--- config.mk ---
export PLATFORM = sky130hd
export DESIGN_NAME = ucf_host
export DESIGN_NICKNAME = d
export VERILOG_FILES = /design/src/inc/ucf_pkg.sv /design/src/design/ucf_host.sv
export SDC_FILE = /design/constraint.sdc
export NUM_CORES = 2
export LEC_CHECK = 0
export BUFFER_PORTS_ARGS = -buffer_cell sky130_fd_sc_hd__buf_2
export CAP_MARGIN = 0
export CELL_PAD_IN_SITES_DETAIL_PLACEMENT = 1
export CELL_PAD_IN_SITES_GLOBAL_PLACEMENT = 1
export CORE_MARGIN = 2
export CORE_UTILIZATION = 53
export CTS_CLUSTER_DIAMETER = 50
export DETAILED_ROUTE_END_ITERATION = 10
export GPL_TIMING_DRIVEN = 1
export PLACE_DENSITY = 0.94
export SLEW_MARGIN = 20
export SYNTH_ARGS = -nofsm -noshare
export SYNTH_HDL_FRONTEND = slang
export SYNTH_SLANG_ARGS = --single-unit
export TNS_END_PERCENT = 5
--- constraint.sdc ---
create_clock -name sys_clk -period 82.1 [get_ports sys_clk]
set_input_delay 16.42 -clock sys_clk [delete_from_list [all_inputs] [get_ports sys_clk]]
set_output_delay 16.42 -clock sys_clk [all_outputs]
set_load 0.005 [all_outputs]
--- src/inc/ucf_pkg.sv ---
/*
 ucf_pkg: constants, types and the frame check function of the host-side
 command frame port. Assumes a 250 MHz system clock and a 1 Mbps link.
*/
package ucf_pkg;
    localparam int CLK_NS   = 4;
    localparam int BIT_NS   = 1000;
    localparam int BRK_BITS = 15;
    localparam int GAP_BITS = 2;
    localparam logic [11:0] BIT_CYC  = 12'(BIT_NS / CLK_NS);
    localparam logic [11:0] HALF_CYC = 12'(BIT_NS / CLK_NS / 2);
    localparam logic [11:0] BRK_CYC  = 12'(BRK_BITS * BIT_NS / CLK_NS);
    localparam logic [11:0] GAP_CYC  = 12'(GAP_BITS * BIT_NS / CLK_NS);
    localparam logic [15:0] CRC_INIT = 16'hffff;
    localparam logic [15:0] CRC_POLY = 16'ha001;
    localparam logic [11:0] OFS_CTRL = 12'h000;
    localparam logic [11:0] OFS_CMD  = 12'h004;
    localparam logic [11:0] OFS_DLO  = 12'h008;
    localparam logic [11:0] OFS_DHI  = 12'h00c;
    localparam logic [11:0] OFS_STAT = 12'h010;
    localparam logic [11:0] OFS_HDR  = 12'h014;
    localparam logic [2:0]  BUF_PAGE = 3'h1;
    localparam int CTRL_GO    = 0;
    localparam int CTRL_FLUSH = 1;
    localparam int CMD_WR     = 4;
    localparam int STAT_DONE  = 1;
    localparam int STAT_CRC   = 2;
    localparam int STAT_STOP  = 3;
    localparam int STAT_INIT  = 4;
    localparam logic [3:0] STOP_BITN = 4'h9;
    localparam logic [3:0] MSB_BITN  = 4'h8;

    typedef enum logic [2:0] {ST_IDLE, ST_TXB, ST_BRK, ST_GAP, ST_WAITR}
        ucf_st_t;
    typedef enum logic [1:0] {RX_IDLE, RX_START, RX_DATA, RX_END} ucf_rph_t;

    typedef struct packed {
        ucf_st_t          st;
        logic             tx_r;
        logic [9:0]       sh;
        logic [11:0]      bcnt;
        logic [3:0]       bitn;
        logic [3:0]       tidx;
        logic [15:0]      tcrc;
        logic             rs1;
        logic             rs2;
        logic             rs3;
        logic             rlvl;
        ucf_rph_t         rph;
        logic [11:0]      rcnt;
        logic [3:0]       rbit;
        logic [7:0]       rsh;
        logic [7:0]       ridx;
        logic [7:0]       rlen;
        logic [15:0]      rcrc;
        logic             ron;
        logic [31:0]      cmd;
        logic [63:0]      dat;
        logic [31:0]      hdr;
        logic             done;
        logic             crc_err;
        logic             stop_err;
        logic             init_err;
        logic [127:0][7:0] rbuf;
        logic             pready_r;
        logic             pslverr_r;
        logic [31:0]      prdata_r;
    } ucf_state_t;

    function automatic logic [15:0] ucf_crc_byte(input logic [15:0] c,
                                                 input logic [7:0]  b);
        logic [15:0] r;
        r = c;
        for (int i = 0; i < 8; i++)
            r = (r[0] ^ b[i]) ? ((r >> 1) ^ CRC_POLY) : (r >> 1);
        return r;
    endfunction : ucf_crc_byte
endpackage : ucf_pkg

--- src/design/ucf_host.sv ---
/*
 ucf_host: host-side controller of a half-duplex 8-N-1 command frame link.
 Software fills command registers over APB, starts a frame or a flush
 break, and reads back the response frame and link status.
 Assumes a 250 MHz sys_clk, the device on the far end of uart_tx/uart_rx,
 and an APB master that keeps psel/penable/paddr stable until pready.
*/
// Added by the designer: register access over APB and the register offsets.
`timescale 1ns/100ps
module ucf_host
    import ucf_pkg::*;
(
    input  wire logic        sys_clk,
    input  wire logic        rst,
    input  wire logic        ce,
    input  wire logic        psel,
    input  wire logic        penable,
    input  wire logic        pwrite,
    input  wire logic [11:0] paddr,
    input  wire logic [31:0] pwdata,
    output logic             pready,
    output logic [31:0]      prdata,
    output logic             pslverr,
    output logic             uart_tx,
    input  wire logic        uart_rx
);
    ucf_state_t  s_r;
    ucf_state_t  s_nxt;
    logic        acc;
    logic        wr_now;
    logic        wr_ctrl;
    logic        go;
    logic        flush;
    logic        do_load;
    logic [3:0]  load_k;
    logic [3:0]  nb;
    logic [3:0]  last_k;
    logic [7:0]  tb;
    logic [7:0]  rb;
    logic        rbyte;
    logic [15:0] rc;
    logic [31:0] rd_word;
    logic        mapped;

    function automatic logic [7:0] tx_byte(input logic [3:0]  k,
                                           input logic [31:0] cmd,
                                           input logic [63:0] dat,
                                           input logic [15:0] crc,
                                           input logic [3:0]  cnt);
        logic [2:0] i;
        i = 3'(k - 4'd4);
        if (k == 4'd0)
            return {1'b1, 2'b00, cmd[CMD_WR], 1'b0,
                    cmd[CMD_WR] ? cmd[2:0] : 3'b000};
        else if (k == 4'd1)
            return {2'b00, cmd[13:8]};
        else if (k == 4'd2)
            return cmd[31:24];
        else if (k == 4'd3)
            return cmd[23:16];
        else if (k < 4'd4 + cnt)
            return dat[{i, 3'b000} +: 8];
        else if (k == 4'd4 + cnt)
            return crc[7:0];
        else
            return crc[15:8];
    endfunction : tx_byte

    // writes carry 1..8 data bytes, a read carries its length byte only
    assign nb     = s_r.cmd[CMD_WR] ? 4'(s_r.cmd[2:0]) + 4'd1
                                    : 4'd1;
    assign last_k = nb + 4'd5;
    assign acc    = psel && penable;
    assign wr_now = acc && s_r.pready_r && pwrite;
    assign wr_ctrl = wr_now && (paddr == OFS_CTRL);
    assign go     = wr_ctrl && pwdata[CTRL_GO];
    assign flush  = wr_ctrl && pwdata[CTRL_FLUSH];

    always_comb
    begin
        mapped  = 1'b1;
        rd_word = 32'h0;
        if (paddr[11:9] == BUF_PAGE && paddr[1:0] == 2'b00)
            rd_word = {24'h0, s_r.rbuf[paddr[8:2]]};
        else
            case (paddr)
                OFS_CTRL: rd_word = 32'h0;
                OFS_CMD:  rd_word = s_r.cmd;
                OFS_DLO:  rd_word = s_r.dat[31:0];
                OFS_DHI:  rd_word = s_r.dat[63:32];
                OFS_STAT: rd_word = {15'h0, s_r.rlvl, s_r.rlen, 3'h0,
                                     s_r.init_err, s_r.stop_err,
                                     s_r.crc_err, s_r.done,
                                     s_r.st != ST_IDLE};
                OFS_HDR:  rd_word = s_r.hdr;
                default:  mapped  = 1'b0;
            endcase
    end

    always_comb
    begin
        s_nxt   = s_r;
        do_load = 1'b0;
        load_k  = 4'd0;
        tb      = 8'h0;
        rb      = 8'h0;
        rbyte   = 1'b0;
        rc      = 16'h0;
        // apb: one wait cycle, then pready with registered data
        s_nxt.pready_r  = acc && !s_r.pready_r;
        s_nxt.pslverr_r = acc && !s_r.pready_r && !mapped;
        if (acc && !s_r.pready_r)
            s_nxt.prdata_r = pwrite ? 32'h0 : rd_word;
        if (wr_now)
            case (paddr)
                OFS_CMD: s_nxt.cmd = pwdata;
                OFS_DLO: s_nxt.dat[31:0] = pwdata;
                OFS_DHI: s_nxt.dat[63:32] = pwdata;
                OFS_STAT:
                begin
                    // write one to clear; a set below still wins
                    s_nxt.done     = s_r.done & ~pwdata[STAT_DONE];
                    s_nxt.crc_err  = s_r.crc_err & ~pwdata[STAT_CRC];
                    s_nxt.stop_err = s_r.stop_err & ~pwdata[STAT_STOP];
                    s_nxt.init_err = s_r.init_err & ~pwdata[STAT_INIT];
                end
                default: ;
            endcase

        // transmit side
        case (s_r.st)
            ST_IDLE:
                if (go)
                begin
                    s_nxt.st   = ST_TXB;
                    s_nxt.tidx = 4'd0;
                    s_nxt.tcrc = CRC_INIT;
                    do_load    = 1'b1;
                    load_k     = 4'd0;
                end
            ST_TXB:
                if (s_r.bcnt == BIT_CYC - 12'd1)
                begin
                    s_nxt.bcnt = 12'd0;
                    if (s_r.bitn == STOP_BITN)
                    begin
                        if (s_r.tidx == last_k)
                        begin
                            // only a read earns a response frame
                            if (s_r.cmd[CMD_WR])
                                s_nxt.st = ST_IDLE;
                            else
                            begin
                                s_nxt.st   = ST_WAITR;
                                s_nxt.ron  = 1'b1;
                                s_nxt.ridx = 8'd0;
                                s_nxt.rcrc = CRC_INIT;
                            end
                        end
                        else
                        begin
                            do_load = 1'b1;
                            load_k  = s_r.tidx + 4'd1;
                        end
                    end
                    else
                    begin
                        s_nxt.sh   = {1'b1, s_r.sh[9:1]};
                        s_nxt.bitn = s_r.bitn + 4'd1;
                    end
                end
                else
                    s_nxt.bcnt = s_r.bcnt + 12'd1;
            ST_BRK:
                if (s_r.bcnt == BRK_CYC - 12'd1)
                begin
                    s_nxt.st   = ST_GAP;
                    s_nxt.bcnt = 12'd0;
                end
                else
                    s_nxt.bcnt = s_r.bcnt + 12'd1;
            ST_GAP:
                if (s_r.bcnt == GAP_CYC - 12'd1)
                    s_nxt.st = ST_IDLE;
                else
                    s_nxt.bcnt = s_r.bcnt + 12'd1;
            ST_WAITR: ;
            default: s_nxt.st = ST_IDLE;
        endcase

        if (do_load)
        begin
            tb = tx_byte(load_k, s_r.cmd, s_r.dat, s_nxt.tcrc, nb);
            s_nxt.tidx = load_k;
            s_nxt.sh   = {1'b1, tb, 1'b0};
            s_nxt.bitn = 4'd0;
            s_nxt.bcnt = 12'd0;
            if (load_k < 4'd4 + nb)
                s_nxt.tcrc = ucf_crc_byte(s_nxt.tcrc, tb);
        end

        // receive side: three stages, a change counts once two agree
        s_nxt.rs1 = uart_rx;
        s_nxt.rs2 = s_r.rs1;
        s_nxt.rs3 = s_r.rs2;
        if (s_r.rs2 == s_r.rs3)
            s_nxt.rlvl = s_r.rs3;
        case (s_r.rph)
            RX_IDLE:
                if (!s_r.rlvl)
                begin
                    s_nxt.rph  = RX_START;
                    s_nxt.rcnt = 12'd0;
                end
            RX_START:
                if (s_r.rcnt == HALF_CYC - 12'd1)
                begin
                    s_nxt.rph  = s_r.rlvl ? RX_IDLE : RX_DATA;
                    s_nxt.rcnt = 12'd0;
                    s_nxt.rbit = 4'd0;
                end
                else
                    s_nxt.rcnt = s_r.rcnt + 12'd1;
            RX_DATA:
                if (s_r.rcnt == BIT_CYC - 12'd1)
                begin
                    s_nxt.rcnt = 12'd0;
                    if (s_r.rbit == MSB_BITN)
                    begin
                        if (!s_r.rlvl)
                            s_nxt.stop_err = 1'b1;
                        rbyte     = 1'b1;
                        rb        = s_r.rsh;
                        s_nxt.rph = RX_END;
                    end
                    else
                    begin
                        s_nxt.rsh  = {s_r.rlvl, s_r.rsh[7:1]};
                        s_nxt.rbit = s_r.rbit + 4'd1;
                    end
                end
                else
                    s_nxt.rcnt = s_r.rcnt + 12'd1;
            RX_END:
                // a line held low after the stop bit keeps us here until it goes high
                if (s_r.rlvl)
                    s_nxt.rph = RX_IDLE;
            default: s_nxt.rph = RX_IDLE;
        endcase

        if (rbyte && s_r.ron)
        begin
            rc         = ucf_crc_byte(s_r.rcrc, rb);
            s_nxt.rcrc = rc;
            s_nxt.ridx = s_r.ridx + 8'd1;
            if (s_r.ridx == 8'd0)
            begin
                s_nxt.hdr[31:24] = rb;
                s_nxt.rlen = {1'b0, rb[6:0]} + 8'd1;
                if (rb[7])
                    s_nxt.init_err = 1'b1;
            end
            else if (s_r.ridx < 8'd4)
                s_nxt.hdr[8'd31 - {s_r.ridx, 3'b000} -: 8] = rb;
            else if (s_r.ridx < s_r.rlen + 8'd4)
                s_nxt.rbuf[7'(s_r.ridx - 8'd4)] = rb;
            if (s_r.ridx != 8'd0 && s_r.ridx == s_r.rlen + 8'd5)
            begin
                s_nxt.ron  = 1'b0;
                s_nxt.st   = ST_IDLE;
                s_nxt.done = 1'b1;
                if (rc != 16'h0)
                    s_nxt.crc_err = 1'b1;
            end
        end

        // a break preempts anything, including a pending response
        if (flush)
        begin
            s_nxt.st   = ST_BRK;
            s_nxt.bcnt = 12'd0;
            s_nxt.ron  = 1'b0;
        end
        s_nxt.tx_r = (s_nxt.st == ST_TXB) ? s_nxt.sh[0]
                                          : (s_nxt.st != ST_BRK);
    end

    always_ff @(posedge sys_clk or posedge rst)
    begin
        if (rst)
        begin
            s_r      <= '0;
            s_r.tx_r <= 1'b1;
            s_r.sh   <= 10'h3ff;
            s_r.rs1  <= 1'b1;
            s_r.rs2  <= 1'b1;
            s_r.rs3  <= 1'b1;
            s_r.rlvl <= 1'b1;
        end
        else if (ce)
            s_r <= s_nxt;
    end

    assign pready  = s_r.pready_r;
    assign prdata  = s_r.prdata_r;
    assign pslverr = s_r.pslverr_r;
    assign uart_tx = s_r.tx_r;
endmodule : ucf_host

==> results_dict.tcl <==
set metrics [dict create \
    num_vias 53000 \
    gp_congestion 0.960 \
    worst-setup-path-type "in2reg" \
    grt_pass1_wl_mm 382 \
    final_nets 5384 \
    ys_types 84 \
    tns_ps 0 \
    clk_latency_ps 840 \
    critical_path_required_ps 82790 \
    die_area_um2 115000 \
    crit_slowest_cell "buf_4" \
    synth_edf_count 0 \
    outcome "complete, no violations" \
    cts_max_path_buffers 3 \
    clock-skew-final_ps 62.1 \
    die_x_um 339 \
    cts_sinks 1303 \
    cts_max_level 4 \
    synth_area_um2 59600 \
    gr-total-overflow 0 \
    numPortBuffers 85 \
    fillers 11400 \
    die-height_um 339 \
    ys.flop_type "dfrtp_1" \
    post_cts_resized 0 \
    hold_path_class "reg2reg" \
    crit_fanout 74 \
    rr_startpoint "s_r[1158]" \
    start_kind "input pin" \
    start_util_pct 53.2 \
    routed_wl_mm 257 \
    crit_start "paddr[3]" \
    fmax_mhz 49.0 \
    ios 86 \
    syn_avg_cell_area_um2 10.9 \
    regToRegEndpoint "s_r[1268]" \
    post-route-period-util_pct 24.9 \
    cts_root_buf "clkbuf_16" \
    switching_share_pct 24.9 \
    post_cts.repair.setup_buffers 0 \
    drt_iter0_markers 8713 \
    rows 123 \
    hold_viol_final 0 \
    crit_buf_inv 3 \
    slew_headroom_pct 16.0 \
    antenna_found_initial 43 \
    grt_setup_unrepaired "no" \
    cts_buffers 148 \
    path_cells "buf_8 > buf_4 > buf_4 > mux4_2 > mux4_2 > mux4_2 > mux2i_1 > o21ai_0 > a22o_1" \
    vias_per_cell 7.63 \
    cp.arrival_ps 21100 \
    cts.clk_slew.worst_paths_ps 70 \
    max_stage_delay_ps 800 \
    async_reset_ff_share_pct 100 \
    grt_max_degree 198 \
    powerDensity_nw_per_um2 21.8 \
    crit_path_end "prdata[6]" \
    setup_viol 0 \
    drive_gt1_share_pct 16.9 \
    cts_tree "yes" \
    area_delta_synth_final_pct 10.7 \
    seqPwrFrac_pct 45.2 \
    route.detailed.drc 0 \
    synth_nets 5535 \
    maxCapViolations 0 \
    core_um2 112000 \
    fin_crit_ps 20420 \
    peakVddDrop_mv 0.0229 \
    power_frac_clock_pct 51.0 \
    p_sw_uw 359 \
    slew_viol_final 0 \
    yosysWarnings 0 \
    routedWlPerCell_um 37.0 \
    synthCells 5448 \
    ys_ff_latch 1303 \
    worstRegToRegCells 19 \
    p_comb_share_pct 3.8 \
    dp_hpwl_mm 135 \
    grt_pass1_vias 55900 \
    cp_top_family "multiplexers" \
    p_leak_nw 28.8 \
    hold_slack_ps 475 \
    ctsHoldBuffers 0 \
    cp-end-kind "flop" \
    drtAntennaViolNets 0 \
    tightest_slew_ps 1260 \
    firstDrtPassIters 9 \
    crit_top_cell "mux4_2" \
    track_usage_pct 44.8 \
    ys_seq_area_share_pct 54.7 \
    cp_num_cells 9 \
    r2r_slack_ps 74900 \
    p_int_mw 1.08 \
]
[placed cells by master, fill, tap and decap left out, types with 9 or more instances in the layout]
master	Yosys	routed
a21o_1	26	26
a21oi_1	71	71
a222oi_1	30	30
a22o_1	14	14
a22oi_1	22	22
a31oi_1	11	11
and3_1	16	15
buf_2	22	81
buf_4	33	58
bufinv_16	0	16
clkbuf_1	347	24
clkbuf_16	0	153
clkbuf_8	0	28
clkinv_2	0	21
dfrtp_1	1288	1288
dfstp_2	15	15
diode_2	0	26
ha_1	36	36
inv_1	40	39
inv_6	0	11
mux2_2	118	118
mux2i_1	27	27
mux4_2	344	344
nand2_1	1334	1326
nand3_1	54	54
nand4_1	16	16
nor2_1	93	88
nor3_1	28	25
nor4_1	15	14
o211ai_1	13	13
o21ai_0	1142	1141
o22a_1	18	18
o22ai_1	9	9
xnor2_1	43	43
xor2_1	50	50
[power groups by stage]
stage / Combinational [mW] / Clock (mW) / Sequential [mW]
after floorplan: 0.0350 / 0 / 0.662
after global placement: 0.0485 / 0 / 0.662
after detailed placement: 0.0509 / 0 / 0.663
after CTS: 0.0528 / 0.727 / 0.651
after global routing: 0.0578 / 0.753 / 0.651
final: 0.0543 / 0.735 / 0.651
[kinds of logic (layout without fill, tap and decap cells)]
kind of cell | Yosys count | count (layout) | share of synthesized area [%]
other cells | 0 | 26 | 0
compound gates | 1413 | 1413 | 13.0
mux | 489 | 489 | 15.7
buf+inv | 487 | 458 | 3.35
simple gates | 1623 | 1623 | 11.1
fa+ha+maj | 36 | 36 | 0.755
xor+xnor | 97 | 97 | 1.50
flops | 1303 | 1303 | 54.7
[how the worst min path moves through the flow]
stage / start / depth (start not counted) / slack, ps / end
5_1_grt: prdata[18] / 1 / 490 / prdata[18]
3_5_place_dp: prdata[20] / 1 / 460 / prdata[20]
3_3_place_gp: prdata[22] / 1 / 460 / prdata[22]
4_1_cts: prdata[20] / 1 / 480 / prdata[20]
2_1_floorplan: s_r[1246] / 1 / 440 / s_r[1246]
6_report: prdata[18] / 1 / 470 / prdata[18]
[sequential cells by signal, indices dropped and copies added (netlist names), named ones only]
signal and count:
pready 1, pslverr 1, s_nxt 2, prdata 32
s_r 1265, uart_tx 1
[final cells by class]
cell class / count / area (um2) / share of cell area (%)
antenna: 26 / 65.1 / 0.0985
clock buffer: 205 / 4300 / 6.52
clock inverter: 67 / 895 / 1.35
inverter: 40 / 158 / 0.239
multi-input combinational: 3658 / 25100 / 38.1
sequential: 1303 / 32600 / 49.4
tap: 1500 / 1880 / 2.84
timing repair buffer: 146 / 970 / 1.47
[metal layers]
metal	vias up	global-route usage, %	share of wire (%)	wire [um]
li1	19000	-	-	-
met1	26300	49.9	31	80800
met2	5550	67.0	44	114000
met3	2190	19.6	14	34800
met4	42	35.4	11	27200
met5	-	3.19	0.23	593
[synthesized netlist by cell type (26+ instances only)]
cell,n,share of area [%]
a21o_1,26,0.33
a21oi_1,71,0.60
a222oi_1,30,0.50
buf_1,42,0.26
buf_4,33,0.42
clkbuf_1,347,2.2
dfrtp_1,1288,54
ha_1,36,0.76
inv_1,40,0.25
mux2_2,118,2.2
mux2i_1,27,0.45
mux4_2,344,13
nand2_1,1334,8.4
nand3_1,54,0.45
nor2_1,93,0.59
nor3_1,28,0.23
o21ai_0,1142,9.6
xnor2_1,43,0.63
xor2_1,50,0.73
[stage by stage]
| stage | utilization (%) | instance area, um2 | std cells | worst slack, ps | power, mW |
|---|---|---|---|---|---|
| final | 58.9 | 66000 | 6945 | 61680 | 1.44 |
| after global routing | 58.9 | 66000 | 6925 | 61630 | 1.46 |
| after CTS | 58.8 | 65900 | 6918 | 61990 | 1.43 |
| after detailed placement | 54.2 | 60700 | 6646 | 61280 | 0.713 |
| after global placement | 54.2 | 60700 | 6646 | 61410 | 0.711 |
| after floorplan | - | 59600 | 5448 | 28980 | 0.697 |
No activity file was read; power rests on OpenSTA's default activity.
